### config.mk
export PLATFORM = sky130hd
export DESIGN_NAME = cbsu_top
export DESIGN_NICKNAME = d
export VERILOG_FILES = /design/src/cbsu_pkg.sv /design/src/cbsu_if.sv /design/src/cbsu_eval.sv /design/src/cbsu_top.sv
export SDC_FILE = /design/constraint.sdc
export NUM_CORES = 1
export LEC_CHECK = 0
export BUFFER_PORTS_ARGS = -buffer_cell sky130_fd_sc_hd__buf_2
export CAP_MARGIN = 20
export CORE_ASPECT_RATIO = 0.5
export CORE_MARGIN = 2
export CORE_UTILIZATION = 28
export CTS_CLUSTER_SIZE = 12
export DETAILED_ROUTE_END_ITERATION = 12
export GPL_TIMING_DRIVEN = 0
export SKIP_LAST_GASP = 1
export SLEW_MARGIN = 0
export SYNTH_ARGS = -nofsm -noshare
export SYNTH_HDL_FRONTEND = slang
export SYNTH_SLANG_ARGS = --single-unit
### constraint.sdc
create_clock -name i_clock -period 7.1 [get_ports i_clock]
set_clock_uncertainty 0.1 [all_clocks]
set_input_delay 1.065 -clock i_clock [delete_from_list [all_inputs] [get_ports i_clock]]
set_output_delay 1.065 -clock i_clock [all_outputs]
set_load 0.05 [all_outputs]
### src/cbsu_pkg.sv
// Package with constants and types of the conditional branch and skip unit
// How it works
// - Set I/O bit skips next instruction, PC+2/3
// - Chosen flag set branches to PC+k+1
// - Chosen flag clear branches to PC+k+1
// - Null flag set branches to PC+k+1
// - Null flag clear branches to PC+k+1
// - Carry set branches to PC+k+1
package cbsu_pkg;
  // Operation codes presented with each request
  typedef enum logic [2:0] {
    CBSU_OP_SKIP_IO_SET    = 3'h0,  // Skip if I/O bit set
    CBSU_OP_BR_FLAG_SET    = 3'h1,  // branch_on_chosen_flag_set
    CBSU_OP_BR_FLAG_CLR    = 3'h2,  // branch_on_chosen_flag_cleared
    CBSU_OP_BR_EQUAL       = 3'h3,  // branch_if_equal_op
    CBSU_OP_BR_NOT_EQUAL   = 3'h4,  // branch_if_not_equal_op
    CBSU_OP_BR_CARRY_SET   = 3'h5   // branch_if_borrow_out_set
  } cbsu_op_type;
  // Unit states, Gray along idle -> second cycle
  typedef enum logic [0:0] {
    CBSU_ST_IDLE  = 1'h0,           // Accepting requests
    CBSU_ST_SECND = 1'h1            // Second cycle of a taken branch or skip
  } cbsu_state_type;
  localparam int unsigned CBSU_FLAG_CARRY = 0;   // Carry bit position in status flags
  localparam int unsigned CBSU_FLAG_NULL  = 1;   // Result-null bit position
  localparam int unsigned CBSU_SKIP_SHORT = 2;   // Skip over a one-word instruction
  localparam int unsigned CBSU_SKIP_LONG  = 3;   // Skip over a two-word instruction
  localparam int unsigned CBSU_PC_RESET   = 0;   // Program counter after reset
endpackage : cbsu_pkg

### src/cbsu_if.sv
// Interface carrying the decision between condition evaluator and the top
`timescale 1ns/1ps
interface cbsu_if #(
  parameter int PC_W = 16
);
  logic            taken;   // Condition holds
  logic [PC_W-1:0] target;  // Program counter when condition holds
  modport eval (output taken, output target);
  modport top  (input taken, input target);
endinterface : cbsu_if

### src/cbsu_eval.sv
// Combinational condition evaluator and target calculator
`timescale 1ns/1ps
module cbsu_eval #(
  parameter int PC_W = 16
) (
  input  wire logic [2:0]      i_op,        // Operation code
  input  wire logic [PC_W-1:0] i_pc,        // Current program counter
  input  wire logic [6:0]      i_offset,    // Signed branch offset
  input  wire logic [2:0]      i_sel,       // Flag or bit select
  input  wire logic [7:0]      i_flags,     // status_flag_register contents
  input  wire logic [7:0]      i_io_bits,   // Selected I/O register value
  input  wire logic            i_skip_long, // Skipped instruction is two words
  cbsu_if.eval                 dec          // Decision out
);
  wire logic            chosen_flag = i_flags[i_sel];   // Flag picked by select
  wire logic            io_bit      = i_io_bits[i_sel]; // I/O bit picked by select
  wire logic [PC_W-1:0] off_ext     = PC_W'($signed(i_offset));
  wire logic [PC_W-1:0] br_target   = i_pc + off_ext + PC_W'(1);
  wire logic [PC_W-1:0] skip_target = i_pc + PC_W'(i_skip_long ?
                                      cbsu_pkg::CBSU_SKIP_LONG :
                                      cbsu_pkg::CBSU_SKIP_SHORT);
  logic cond;
  // Condition per operation
  always_comb begin
    unique case (i_op)
      3'h0:    cond = io_bit;
      3'h1:    cond = chosen_flag;
      3'h2:    cond = ~chosen_flag;
      3'h3:    cond = i_flags[cbsu_pkg::CBSU_FLAG_NULL];
      3'h4:    cond = ~i_flags[cbsu_pkg::CBSU_FLAG_NULL];
      3'h5:    cond = i_flags[cbsu_pkg::CBSU_FLAG_CARRY];
      default: cond = 1'b0;                                     // Illegal op never taken
    endcase
  end
  assign dec.taken  = cond;
  assign dec.target = (i_op == 3'h0) ? skip_target : br_target;
endmodule : cbsu_eval

### src/cbsu_top.sv
// Top of the conditional branch and skip unit
`timescale 1ns/1ps
module cbsu_top #(
  parameter int PC_W = 16
) (
  input  wire logic            i_clock,      // Core clock
  input  wire logic            i_rst_b,      // Synchronous reset, active low
  input  wire logic            i_valid,      // Request pulse, one cycle
  input  wire logic [2:0]      i_op,         // Operation code
  input  wire logic [PC_W-1:0] i_pc,         // Program counter of the instruction
  input  wire logic [6:0]      i_offset,     // Signed branch offset
  input  wire logic [2:0]      i_sel,        // Flag or bit select
  input  wire logic [7:0]      i_flags,      // status_flag_register
  input  wire logic [7:0]      i_io_bits,    // Selected I/O register
  input  wire logic            i_skip_long,  // Next instruction is two words
  output logic                 o_busy,       // Second cycle in progress
  output logic                 o_done,       // Decision complete pulse
  output logic                 o_taken,      // Branch or skip was taken
  output logic [PC_W-1:0]      o_next_pc,    // Next program counter
  output logic [7:0]           o_flags       // Flags passed through unchanged
);

  // Overview
  // A request is accepted on a rising edge with i_valid high while the
  // unit is idle. The evaluator decides at once whether the condition of
  // the presented operation holds and what the jump target would be.
  // An untaken operation answers one cycle later with the next word.
  // A taken branch or skip spends one busy cycle and answers in the
  // cycle after, so the fetch side sees two cycles as it would in the
  // core. Requests seen while busy are dropped without any indication.
  // The status flags are only ever copied, one cycle late, never changed.

  // Refuse counter widths that the target arithmetic cannot serve
  if (PC_W < 8 || PC_W > 32) begin : g_bad_pc_w
    $error("PC_W out of range");
  end

  // Next word after an instruction; wraps at the counter width
  function automatic logic [PC_W-1:0] pc_step(input logic [PC_W-1:0] pc);
    pc_step = pc + PC_W'(1);
  endfunction : pc_step

  // Value every program counter register takes in reset
  function automatic logic [PC_W-1:0] pc_reset_value();
    pc_reset_value = PC_W'(cbsu_pkg::CBSU_PC_RESET);
  endfunction : pc_reset_value

  // Decision carrier between the evaluator and this level
  cbsu_if #(.PC_W(PC_W)) dec ();

  // Control state
  cbsu_pkg::cbsu_state_type state_r;       // Idle or second cycle
  cbsu_pkg::cbsu_state_type state_nxt;     // Next control state

  // Held target for the second cycle of a taken operation
  logic [PC_W-1:0]          hold_pc_r;     // Target captured at acceptance
  logic [PC_W-1:0]          hold_pc_nxt;   // Next held target

  // Output registers, one per output port
  logic                     busy_r;        // Second cycle in progress
  logic                     busy_nxt;      // Next busy level
  logic                     done_r;        // One-cycle completion pulse
  logic                     done_nxt;      // Next completion pulse
  logic                     taken_r;       // Last decision was taken
  logic                     taken_nxt;     // Next taken level
  logic [PC_W-1:0]          next_pc_r;     // Program counter handed on
  logic [PC_W-1:0]          next_pc_nxt;   // Next program counter value
  logic [7:0]               flags_r;       // Copy of the status flags
  logic [7:0]               flags_nxt;     // Next copy of the flags

  // Evaluator instance: condition and target, purely combinational
  cbsu_eval #(.PC_W(PC_W)) u_eval (
    .i_op        (i_op),
    .i_pc        (i_pc),
    .i_offset    (i_offset),
    .i_sel       (i_sel),
    .i_flags     (i_flags),
    .i_io_bits   (i_io_bits),
    .i_skip_long (i_skip_long),
    .dec         (dec)
  );

  // Acceptance and the two ways a decision can go
  wire logic            is_idle  = (state_r == cbsu_pkg::CBSU_ST_IDLE);
  wire logic            accept   = i_valid && is_idle;     // Busy drops requests
  wire logic            go_long  = accept && dec.taken;    // Taken needs a second cycle
  wire logic            go_short = accept && !dec.taken;   // Untaken finishes now
  wire logic [PC_W-1:0] fall_pc  = pc_step(i_pc);          // Fall-through word

  // Next values of the control state and the output registers
  always_comb begin
    // Defaults: hold everything, no pulse, flags follow the input
    state_nxt   = state_r;
    hold_pc_nxt = hold_pc_r;
    busy_nxt    = busy_r;
    done_nxt    = 1'b0;
    taken_nxt   = taken_r;
    next_pc_nxt = next_pc_r;
    flags_nxt   = i_flags;
    unique case (state_r)
      // Idle: decide on an accepted request
      cbsu_pkg::CBSU_ST_IDLE: begin
        if (go_long) begin
          // Taken: keep the target and spend one busy cycle
          state_nxt   = cbsu_pkg::CBSU_ST_SECND;
          hold_pc_nxt = dec.target;
          busy_nxt    = 1'b1;
        end else if (go_short) begin
          // Untaken: answer at once with the next word
          done_nxt    = 1'b1;
          taken_nxt   = 1'b0;
          next_pc_nxt = fall_pc;
        end
      end
      // Second cycle: hand on the held target
      cbsu_pkg::CBSU_ST_SECND: begin
        state_nxt   = cbsu_pkg::CBSU_ST_IDLE;
        busy_nxt    = 1'b0;
        done_nxt    = 1'b1;
        taken_nxt   = 1'b1;
        next_pc_nxt = hold_pc_r;
      end
    endcase
  end

  // Control state register
  always_ff @(posedge i_clock) begin
    if (!i_rst_b) begin
      state_r <= cbsu_pkg::CBSU_ST_IDLE;
    end else begin
      state_r <= state_nxt;
    end
  end

  // Held target register
  always_ff @(posedge i_clock) begin
    if (!i_rst_b) begin
      hold_pc_r <= pc_reset_value();
    end else begin
      hold_pc_r <= hold_pc_nxt;
    end
  end

  // Busy register; high only in the second cycle
  always_ff @(posedge i_clock) begin
    if (!i_rst_b) begin
      busy_r <= 1'b0;
    end else begin
      busy_r <= busy_nxt;
    end
  end

  // Completion pulse register
  always_ff @(posedge i_clock) begin
    if (!i_rst_b) begin
      done_r <= 1'b0;
    end else begin
      done_r <= done_nxt;
    end
  end

  // Taken register; holds until the next completion
  always_ff @(posedge i_clock) begin
    if (!i_rst_b) begin
      taken_r <= 1'b0;
    end else begin
      taken_r <= taken_nxt;
    end
  end

  // Program counter register; holds until the next completion
  always_ff @(posedge i_clock) begin
    if (!i_rst_b) begin
      next_pc_r <= pc_reset_value();
    end else begin
      next_pc_r <= next_pc_nxt;
    end
  end

  // Flag copy register; the flags are never altered on the way
  always_ff @(posedge i_clock) begin
    if (!i_rst_b) begin
      flags_r <= 8'h00;
    end else begin
      flags_r <= flags_nxt;
    end
  end

  // Outputs straight from the registers above
  assign o_busy    = busy_r;
  assign o_done    = done_r;
  assign o_taken   = taken_r;
  assign o_next_pc = next_pc_r;
  assign o_flags   = flags_r;

  // Rule marks for the conditions decided in the evaluator:
  // chosen flag set chosen flag clear null set
  // null clear carry set each target is pc plus offset plus one.
  // Skip targets step over one or two words.
  // Illegal operation codes are never taken and fall through in one cycle.
  // A request during the busy cycle is lost; the fetch side must wait
  // for the completion pulse before presenting the next instruction.

endmodule : cbsu_top

==> results of run 1 <==
==> power by group <==
part	switching [mW]	internal, mW
registers	0.00849	0.266
logic	0.165	0.0853
clock network	0.0973	0.131
total	0.270	0.483
==> registers in the layout (all words and copies together), names as in the netlist <==
register   count
o_busy         1
o_taken        1
o_flags        8
o_next_pc     16
hold_pc_r     16
o_done         1
state_r        1
==> cell families after synthesis <==
family | synth area share (%)
AND/OR/NAND/NOR | 24.7
buffers and inverters | 5.14
AO/OA/AOI/OAI | 20.8
XOR/XNOR | 9.97
adder cells (fa/ha/maj) | 7.35
flip-flops | 26.4
multiplexers | 5.55
==> placed cells by master (no fill, tap or decap), drive strengths merged, types with 15 or more instances in the layout <==
master / n
o21ai: 29
xor2: 19
buf: 84
a21oi: 23
ha: 18
nand4: 25
nand2: 42
nor2: 34
o311ai: 15
clkbuf: 27
xnor2: 19
nand3: 31
dfxtp: 44
==> area by class of cell <==
type	instances	share of cell area, %
Inverter	10	0.923
Sequential cell	44	21.7
Timing Repair Buffer	75	9.29
Buffer	30	3.29
Multi-Input combinational cell	335	56.2
Clock inverter	2	0.400
Tap cell	165	5.08
Clock buffer	6	3.17
==> synthesized netlist by cell type (8+ instances only) <==
cell / count / share of area, %
sky130_fd_sc_hd__a21oi_1: 23 / 3.4
sky130_fd_sc_hd__and2_1: 11 / 2.1
sky130_fd_sc_hd__clkbuf_1: 21 / 2.4
sky130_fd_sc_hd__dfxtp_1: 44 / 26
sky130_fd_sc_hd__ha_1: 18 / 6.7
sky130_fd_sc_hd__inv_1: 9 / 1.0
sky130_fd_sc_hd__mux2i_1: 8 / 2.4
sky130_fd_sc_hd__nand2_1: 42 / 4.7
sky130_fd_sc_hd__nand3_1: 31 / 4.6
sky130_fd_sc_hd__nand4_1: 25 / 4.7
sky130_fd_sc_hd__nor2_1: 34 / 3.8
sky130_fd_sc_hd__nor3_1: 9 / 1.3
sky130_fd_sc_hd__o21ai_0: 29 / 4.3
sky130_fd_sc_hd__o311ai_2: 8 / 3.9
sky130_fd_sc_hd__xnor2_1: 19 / 5.0
sky130_fd_sc_hd__xor2_1: 19 / 5.0
==> worst max path at each step <==
stage / startpoint / to / slack, ns / cells after the start
detailed placement: i_sel[0] / hold_pc_r[11]$_SDFFE_PN0P_ / 3.44 / 10
finish: i_pc[4] / hold_pc_r[13]$_SDFFE_PN0P_ / 3.70 / 9
floorplan: i_sel[0] / hold_pc_r[11]$_SDFFE_PN0P_ / 3.96 / 9
global route: i_pc[0] / hold_pc_r[13]$_SDFFE_PN0P_ / 3.52 / 10
CTS: i_sel[0] / hold_pc_r[11]$_SDFFE_PN0P_ / 3.72 / 10
global placement: i_pc[0] / hold_pc_r[14]$_SDFFE_PN0P_ / 3.46 / 12
==> layer usage <==
layer  wire length (µm)  part of all wire (%)  vias to the layer above
li1                   -                     -                     1702
met1               4830                    48                     1602
met2               4600                    46                       99
met3                569                   5.6                        8
met4                 80                  0.79                        0
met5                  0                     0                        -
==> through the flow <==
step	power, mW	utilization (%)
after floorplan	0.451	-
after global placement	0.526	33.4
after detailed placement	0.528	33.5
after CTS	0.757	34.8
after global routing	0.791	34.8
final	0.753	34.8
==> worst max-delay path, delay by kind of cell <==
kind / cells / cell delay, ns
adder cells (fa/ha/maj): 1 / 0.34
AND/OR/NAND/NOR: 1 / 0.17
buffers and inverters: 1 / 0.15
AO/OA/AOI/OAI: 6 / 1.79
==> out/results.md, run 1 <==
- **outcome** finished clean
- **root buffer cell** sky130_fd_sc_hd__clkbuf_16
- **final max-slew violation count** 0
- **number of nets in the layout** 569
- **list of cells traversed by the critical path** buf_2 -> ha_1 -> a21o_1 -> a211o_1 -> o21ai_0 -> nand2_1 -> a2111oi_0 -> a21oi_1 -> a21oi_1
- **Min-Delay Endpoint** hold_pc_r[8]$_SDFFE_PN0P_
- **CP max stage cell** sky130_fd_sc_hd__a2111oi_0
- **layer carrying the most global-route usage** met2
- **first-pass GRT wire length** 16.0 mm
- **final hold slack** 0.358 ns
- **# rows** 28
- **worst hold path class** reg -> reg
- **largest net degree at the start of global routing** 15
- **arrival time at the worst endpoint** 3.52 ns
- **Worst-Skew Late Latency** 0.28 ns
- **biggest fanout along the worst timing path** 6
- **most repeated library cell on the critical path** sky130_fd_sc_hd__a21oi_1
- **FF-to-FF End** o_next_pc[11]$_SDFFE_PN0P_
- **Setup TNS Final** 0 ns
- **fill cell count** 1275
- **buffer count from post-CTS setup fixing** 0
- **flop2flop setup slack** 4.59 ns
- **crit-path max cell delay** 0.58 ns
- **global-route total usage across every layer** 15.7%
- **clk slew on worst S/H paths** 0.06 ns
- **CTS Hold Bufs** 0
- **final non-filler cell area** 0.00407 mm²
- **post-synthesis to final-layout area growth** 21.9%
- **Reg2Reg Depth** 5
- **drt pass-1 iters** 5
- **Setup CP Type** in -> reg
- **post-cts sizing count** 0
- **slew at the pin closest to its max-slew limit** 0.760 ns
- **maxcap violations** 0
- **total gr overflow** 0
- **Placed Instances** 659
- **sequential area share after synthesis** 26.4%
- **die outline area** 0.0129 mm²
- **Seq cells post-synth** 44
- **count of input and output buffers** 74
- **post-route setup slack** 3.70 ns
- **hpwl dp** 7.84 mm
- **Routed Antenna Nets** 0
- **total routed wirelength** 10.1 mm
- **leakage dissipation** 1.69 nW
- **initial core utilization** 28.5%
- **area occupied by multi-input gates** 0.00228 mm²
- **most used flip-flop cell after synthesis** sky130_fd_sc_hd__dfxtp_1
- **FF+latch area** 881 µm²
- **async set-or-reset flop fraction in the synthesized netlist** 0%
- **Placed Instance Area** 0.00392 mm²
- **global routing met3 resource utilization** 1.17%
- **post-layout instance count excluding filler cells** 667
- **synthesized area** 0.00334 mm²
- **Clock Tree Buf Depth** 2
- **vias in the first global route** 3181
- **kind of end point of the critical path** register
- **number of instances in the synthesized netlist** 419
- **synth warn** 0
- **met1 capacity usage during global routing** 21.4%
- **worst setup slack before clock tree synthesis** 3.44 ns
- **count of clock tree sinks** 44
- **vias** 3411
- **depth of the CTS H-tree** 2
- **power density cells** 185 mW/mm²
- **routed len/inst** 15.1 µm
- **number of clock buffers inserted by TritonCTS** 5
- **critical path startpoint category** input port
- **Yosys cell types** 46
- **final-report hold violation count** 0
- **Worst Hold Launch** hold_pc_r[8]$_SDFFE_PN0P_
- **via count normalized by instance count** 5.11
- **crit path time final** 3.40 ns
- **placer congestion estimate** 0.896
- **DRC Markers** 0
- **DRC violation total after the first TritonRoute iteration** 354
- **number of enable-type register cells in the synthesized netlist** 0
- **RSZ-0062 raised after global routing** false
- **floorplan die height** 81.2 µm
- **mean cell area of the mapped netlist** 7.96 µm²
- **Horiz. Die Dim** 158 µm
- **GR Util met2** 27.6%
- **worst slew margin relative to its limit** 49.3%
- **antenna violations before repair** 0
- **placeable core region** 0.0117 mm²
- **Reg2Reg Launch Point** state_r$_SDFF_PP0_
- **fmax** 294 MHz
- **final setup violation count** 0
- **data required time of the critical path** 7.22 ns
- **Min-Delay Path Depth** 2
- **Ant. Diodes** 0
- **Synthesized Nets** 487
- **number of placed I/O pins** 76
- **Peak supply drop** 0.0000883 V
- **TritonCTS clock tree** done
- **Final period util** 47.9%
- **layout cell share with drive strength beyond 1** 19.5%
Note: power is estimated with default switching activity, not from simulation.
==> run 2, diff against run 1 <==
--- a/config.mk
+++ b/config.mk
@@ -5,6 +5,7 @@
 export SDC_FILE = /design/constraint.sdc
 export NUM_CORES = 1
 export LEC_CHECK = 0
+export ABC_AREA = 1
 export BUFFER_PORTS_ARGS = -buffer_cell sky130_fd_sc_hd__buf_2
 export CAP_MARGIN = 20
 export CORE_ASPECT_RATIO = 0.5
==> constraint.sdc (replaced) <==
create_clock -name i_clock -period 2.8 [get_ports i_clock]
set_clock_uncertainty 0.1 [all_clocks]
set_input_delay 0.42 -clock i_clock [delete_from_list [all_inputs] [get_ports i_clock]]
set_output_delay 0.42 -clock i_clock [all_outputs]
set_load 0.05 [all_outputs]
==> out/results.md, run 2 <==
- **Synth top area share** 25.0%
- **drt pass-1 iters** 4
- **Horiz. Die Dim** 163 µm
- **DRC Markers** 0
- **# rows** 28
- **root buffer cell** sky130_fd_sc_hd__clkbuf_16
- **DRC violation total after the first TritonRoute iteration** 183
- **fmax** 471 MHz
- **antenna violations before repair** 0
- **synth warn** 0
- **arrival time at the worst endpoint** 2.24 ns
- **most frequent cells in the layout** 171 x sky130_fd_sc_hd__nand2_1, 77 x sky130_fd_sc_hd__nand3_1, 76 x sky130_fd_sc_hd__buf_2
- **final-report hold violation count** 0
- **Yosys top cell by area** sky130_fd_sc_hd__dfxtp_1
- **Setup TNS Final** 0 ns
- **Peak supply drop** 0.000257 V
- **async set-or-reset flop fraction in the synthesized netlist** 0%
- **initial core utilization** 29.3%
- **Seq cells post-synth** 44
- **count of clock tree sinks** 44
- **dominant cells by area after synthesis** sky130_fd_sc_hd__dfxtp_1 25%, sky130_fd_sc_hd__nand2_1 18%, sky130_fd_sc_hd__nand3_1 11%, sky130_fd_sc_hd__inv_1 7.2%, sky130_fd_sc_hd__a21oi_1 6.7%
- **buffer count from post-CTS setup fixing** 0
- **Placed Instances** 825
- **number of enable-type register cells in the synthesized netlist** 0
- **flop2flop setup slack** 0.85 ns
- **synthesized area** 0.00353 mm²
- **total gr overflow** 0
- **sequential area share after synthesis** 25.0%
- **Final period util** 75.8%
- **layout cell share with drive strength beyond 1** 16.3%
- **critical path startpoint category** input port
- **number of clock buffers inserted by TritonCTS** 5
- **most common library cells after synthesis** 171 x sky130_fd_sc_hd__nand2_1, 77 x sky130_fd_sc_hd__nand3_1, 68 x sky130_fd_sc_hd__inv_1, 53 x sky130_fd_sc_hd__nor2_1, 47 x sky130_fd_sc_hd__a21oi_1
- **Setup CP Type** in -> reg
- **hpwl dp** 8.35 mm
- **post-cts sizing count** 0
- **post-layout instance count excluding filler cells** 833
- **Yosys cell types** 36
- **TritonCTS clock tree** done
- **worst hold path class** in -> reg
- **FF-to-FF End** o_next_pc[13]$_SDFFE_PN0P_
- **Routed Antenna Nets** 0
- **Min-Delay Endpoint** o_flags[6]$_SDFF_PN0_
- **leading cell type in the layout, fill and taps excluded** sky130_fd_sc_hd__nand2_1
- **Reg2Reg Depth** 6
- **die outline area** 0.0136 mm²
- **largest net degree at the start of global routing** 15
- **RSZ-0062 raised after global routing** false
- **outcome** finished clean
- **number of instances in the synthesized netlist** 586
- **total routed wirelength** 10.2 mm
- **Placed Instance Area** 0.00411 mm²
- **Min-Delay Path Depth** 3
- **power density cells** 494 mW/mm²
- **vias** 3812
- **Ant. Diodes** 0
- **data required time of the critical path** 2.92 ns
- **Worst-Skew Late Latency** 0.28 ns
- **Worst Hold Launch** i_flags[6]
- **CTS Hold Bufs** 0
- **slew at the pin closest to its max-slew limit** 0.580 ns
- **placer congestion estimate** 0.819
- **worst slew margin relative to its limit** 61.3%
- **first-pass GRT wire length** 17.1 mm
- **most common cell in the synthesized netlist** sky130_fd_sc_hd__nand2_1
- **depth of the CTS H-tree** 2
- **leakage dissipation** 2.17 nW
- **biggest fanout along the worst timing path** 5
- **mean cell area of the mapped netlist** 6.02 µm²
- **floorplan die height** 83.4 µm
- **final non-filler cell area** 0.00428 mm²
- **Reg2Reg Launch Point** state_r$_SDFF_PP0_
- **Total Power Consumption** 2.12 mW
- **count of input and output buffers** 74
- **crit path time final** 2.12 ns
- **post-synthesis to final-layout area growth** 21.4%
- **Synthesized Nets** 654
- **kind of end point of the critical path** register
- **number of nets in the layout** 735
- **maxcap violations** 0
- **placeable core region** 0.0121 mm²
- **number of placed I/O pins** 76
- **final setup violation count** 0
- **most used flip-flop cell after synthesis** sky130_fd_sc_hd__dfxtp_1
- **final standard cell utilization of the core** 35.5%
- **vias in the first global route** 3625
- **fill cell count** 1377
- **routed len/inst** 12.3 µm
- **clk slew on worst S/H paths** 0.07 ns
- **via count normalized by instance count** 4.58
- **Clock Tree Buf Depth** 2
- **global-route total usage across every layer** 15.3%
- **final max-slew violation count** 0
## run 2: cell types whose count changed in the layout (fill, tap and decap cells not counted), sizes merged, moves of 9 or more
cell / change
inv: +64
nand2: +133
o311ai: -15
o21ai: +9
clkbuf: -11
nor2: +23
and2: -10
xnor2: -15
nand3: +49
nand4: -22
a21oi: +24
xor2: -9
## run 2: metal layers
layer / routed length (µm) / vias up / global-route usage (%)
li1: - / 2045 / -
met1: 5130 / 1706 / 20.5
met2: 4690 / 59 / 26.5
met3: 368 / 2 / 2.00
met4: 37 / 0 / 2.33
met5: 0 / - / 0
## run 2: cell type report
type                    count  area (µm²)  share of cell area [%]
clock buffers               6         139                    3.24
clock inverters             2        38.8                   0.905
repair buffers             74         370                    8.64
plain buffers              19         104                    2.42
multi-input cells         450        2270                    52.9
flip-flops and latches     44         881                    20.6
inverters                  73         277                    6.45
well taps                 165         206                    4.82
## run 2: where the power goes
part	leakage [nW]	switching, mW	total, mW	internal, mW
clock	0.0871	0.245	0.692	0.447
sequential	0.362	0.0268	0.711	0.684
combinational	1.72	0.486	0.715	0.229
total	2.17	0.758	2.12	1.36
## run 2: worst max-delay path, cell delays in order
cell and delay, ns:
sky130_fd_sc_hd__buf_2 0.13, sky130_fd_sc_hd__inv_1 0.06, sky130_fd_sc_hd__ha_1 0.13, sky130_fd_sc_hd__inv_1 0.06, sky130_fd_sc_hd__fa_1 0.40, sky130_fd_sc_hd__nand3_1 0.10, sky130_fd_sc_hd__nand2_1 0.11, sky130_fd_sc_hd__nand3_1 0.11
sky130_fd_sc_hd__nand2_1 0.10, sky130_fd_sc_hd__nand3_1 0.09, sky130_fd_sc_hd__nand2_1 0.08, sky130_fd_sc_hd__nand2_1 0.06, sky130_fd_sc_hd__nand2_1 0.04, sky130_fd_sc_hd__nor2_1 0.20, sky130_fd_sc_hd__nor2_1 0.07, sky130_fd_sc_hd__nor2_1 0.07
## run 2: how the worst max path moves through the flow
stage | startpoint | to | slack [ns] | cells after the start
final | i_pc[0] | hold_pc_r[14]$_SDFFE_PN0P_ | 0.68 | 16
after global routing | i_pc[0] | hold_pc_r[14]$_SDFFE_PN0P_ | 0.49 | 16
after detailed placement | i_pc[0] | hold_pc_r[14]$_SDFFE_PN0P_ | 0.40 | 16
after CTS | i_pc[0] | hold_pc_r[14]$_SDFFE_PN0P_ | 0.68 | 16
after global placement | i_pc[0] | hold_pc_r[14]$_SDFFE_PN0P_ | 0.42 | 16
after floorplan | i_pc[0] | hold_pc_r[12]$_SDFFE_PN0P_ | 0.88 | 14
## run 2: cell families (layout without fill, tap and decap cells)
logic type / count (synthesis) / after routing / share of synthesized area (%)
AND/OR/NAND/NOR: 329 / 329 / 41.2
adder cells (fa/ha/maj): 19 / 19 / 6.95
AO/OA/AOI/OAI: 88 / 88 / 12.7
buffers and inverters: 92 / 174 / 10.8
flip-flops: 44 / 44 / 25.0
XOR/XNOR: 14 / 14 / 3.47
## run 2: metrics by stage
step                      setup slack (ns)  hold WS [ns]
final                                0.679         0.230
after global routing                 0.487         0.226
after CTS                            0.683         0.224
after detailed placement             0.398         0.355
after global placement               0.418         0.349
after floorplan                      0.884         0.339
==> run 3, diff against run 2 <==
==> constraint.sdc (replaced) <==
create_clock -name i_clock -period 1.8 [get_ports i_clock]
set_clock_uncertainty 0.1 [all_clocks]
set_input_delay 0.27 -clock i_clock [delete_from_list [all_inputs] [get_ports i_clock]]
set_output_delay 0.27 -clock i_clock [all_outputs]
set_load 0.05 [all_outputs]
==> out/results.md, run 3 (synthesis gave the netlist of run 2 again) <==
- **leading cell type in the layout, fill and taps excluded** sky130_fd_sc_hd__nand2_1
- **placeable core region** 0.0121 mm²
- **global-route total usage across every layer** 15.3%
- **# rows** 28
- **drt pass-1 iters** 4
- **final non-filler cell area** 0.00445 mm²
- **fill cell count** 1356
- **vias in the first global route** 3652
- **maxcap violations** 0
- **routed len/inst** 12.4 µm
- **clock power share** 32.1%
- **area occupied by multi-input gates** 0.00241 mm²
- **DRC Markers** 0
- **floorplan die height** 83.4 µm
- **via count normalized by instance count** 4.58
- **count of input and output buffers** 74
- **FF+latch area** 881 µm²
- **critical path startpoint category** input port
- **net switching share of the total power** 36.0%
- **largest net degree at the start of global routing** 15
- **vias** 3822
- **placer congestion estimate** 0.819
- **leakage dissipation** 2.20 nW
- **arrival time at the worst endpoint** 1.83 ns
- **number of clock buffers inserted by TritonCTS** 5
- **worst hold path class** in -> reg
- **first-pass GRT wire length** 17.1 mm
- **Routed Antenna Nets** 0
- **Setup TNS Final** 0 ns
- **final standard cell utilization of the core** 36.9%
- **number of nets in the layout** 737
- **Clock Tree Buf Depth** 2
- **share of power burned in combinational logic** 35.0%
- **Final period util** 97.1%
- **outcome** finished clean
- **initial core utilization** 29.3%
- **Internal Dissipation** 2.15 mW
- **kind of end point of the critical path** register
- **Peak supply drop** 0.000399 V
- **Ant. Diodes** 0
- **final setup violation count** 0
- **total routed wirelength** 10.4 mm
- **total gr overflow** 0
- **worst slew margin relative to its limit** 65.7%
- **Placed Instance Area** 0.00411 mm²
- **Worst-Skew Late Latency** 0.28 ns
- **DRC violation total after the first TritonRoute iteration** 155
- **root buffer cell** sky130_fd_sc_hd__clkbuf_16
- **depth of the CTS H-tree** 2
- **flop2flop setup slack** 0.16 ns
- **hpwl dp** 8.35 mm
- **layout cell share with drive strength beyond 1** 21.5%
- **antenna violations before repair** 0
- **final-report hold violation count** 0
- **clk slew on worst S/H paths** 0.07 ns
- **post-synthesis to final-layout area growth** 26.1%
- **power density cells** 754 mW/mm²
- **most frequent cells in the layout** 162 x sky130_fd_sc_hd__nand2_1, 74 x sky130_fd_sc_hd__nand3_1, 74 x sky130_fd_sc_hd__buf_2
- **RSZ-0062 raised after global routing** true
- **crit path time final** 1.75 ns
- **slew at the pin closest to its max-slew limit** 0.515 ns
- **TritonCTS clock tree** done
- **Horiz. Die Dim** 163 µm
- **final max-slew violation count** 0
- **Net Sw Power** 1.21 mW
- **Total Power Consumption** 3.36 mW
- **fmax** 572 MHz
- **die outline area** 0.0136 mm²
- **count of clock tree sinks** 44
- **data required time of the critical path** 1.88 ns
- **Reg power frac** 33.0%
- **Setup CP Type** in -> reg
- **biggest fanout along the worst timing path** 5
- **number of placed I/O pins** 76
[run 3: metrics by stage]
step	setup WS (ns)	hold WS, ns	cells
2_1_floorplan	0.0335	0.263	586
3_3_place_gp	-0.432	0.349	825
3_5_place_dp	-0.452	0.355	825
4_1_cts	-0.00815	0.0739	835
5_1_grt	-0.0118	0.0765	835
6_report	0.0526	0.0796	835
[run 3: power by group through the flow]
| stage | combinational (mW) | clock (mW) | sequential, mW |
|---|---|---|---|
| 5_1_grt | 1.31 | 1.13 | 1.12 |
| 2_1_floorplan | 0.618 | 0 | 1.30 |
| 3_3_place_gp | 1.10 | 0 | 1.12 |
| 3_5_place_dp | 1.11 | 0 | 1.13 |
| 4_1_cts | 1.13 | 1.09 | 1.11 |
| 6_report | 1.17 | 1.08 | 1.11 |
[run 3: metal layers]
| layer | vias up | global-route usage, % | part of all wire (%) |
|---|---|---|---|
| met2 | 57 | 26.8 | 46 |
| li1 | 2049 | - | - |
| met1 | 1712 | 20.4 | 50 |
| met5 | - | 0 | 0 |
| met4 | 0 | 2.33 | 0.46 |
| met3 | 4 | 2.00 | 3.7 |
[run 3: critical path, cell delays in order]
cell and delay (ns):
sky130_fd_sc_hd__clkbuf_4 0.14, sky130_fd_sc_hd__inv_2 0.07, sky130_fd_sc_hd__ha_4 0.13, sky130_fd_sc_hd__inv_2 0.04, sky130_fd_sc_hd__fa_2 0.34, sky130_fd_sc_hd__nand3_2 0.07
sky130_fd_sc_hd__nand2_2 0.08, sky130_fd_sc_hd__nand2_2 0.08, sky130_fd_sc_hd__nand2_2 0.07, sky130_fd_sc_hd__xnor2_1 0.22, sky130_fd_sc_hd__o21ai_0 0.15, sky130_fd_sc_hd__nor2_1 0.13
sky130_fd_sc_hd__nor2_1 0.04
[run 3: what timing repair did]
| action | in CTS | in global routing |
|---|---|---|
| gates resized for setup | 10 | 34 |
| pin swaps | 4 | 10 |
| hold buffers | 0 | 0 |
| buffers inserted | 2 | 0 |
| endpoints found under the setup margin | 21 | 15 |
[run 3: area by class of cell]
type,count,area share [%]
clock buffer,6,3.12
tap,165,4.64
inverter,73,6.21
timing repair buffer,76,8.77
multi-input combinational,450,54.2
sequential,44,19.8
buffer,19,2.45
clock inverter,2,0.871
[run 3: worst paths after layout]
path                                  start                    endpoint  cells past startpoint
setup / recovery                    i_pc[0]   hold_pc_r[8]$_SDFFE_PN0P_                     13
hold / removal                   i_flags[6]       o_flags[6]$_SDFF_PN0_                      3
hold reg to reg   hold_pc_r[0]$_SDFFE_PN0P_   hold_pc_r[0]$_SDFFE_PN0P_                      2
setup reg to reg         state_r$_SDFF_PP0_  hold_pc_r[15]$_SDFFE_PN0P_                      5
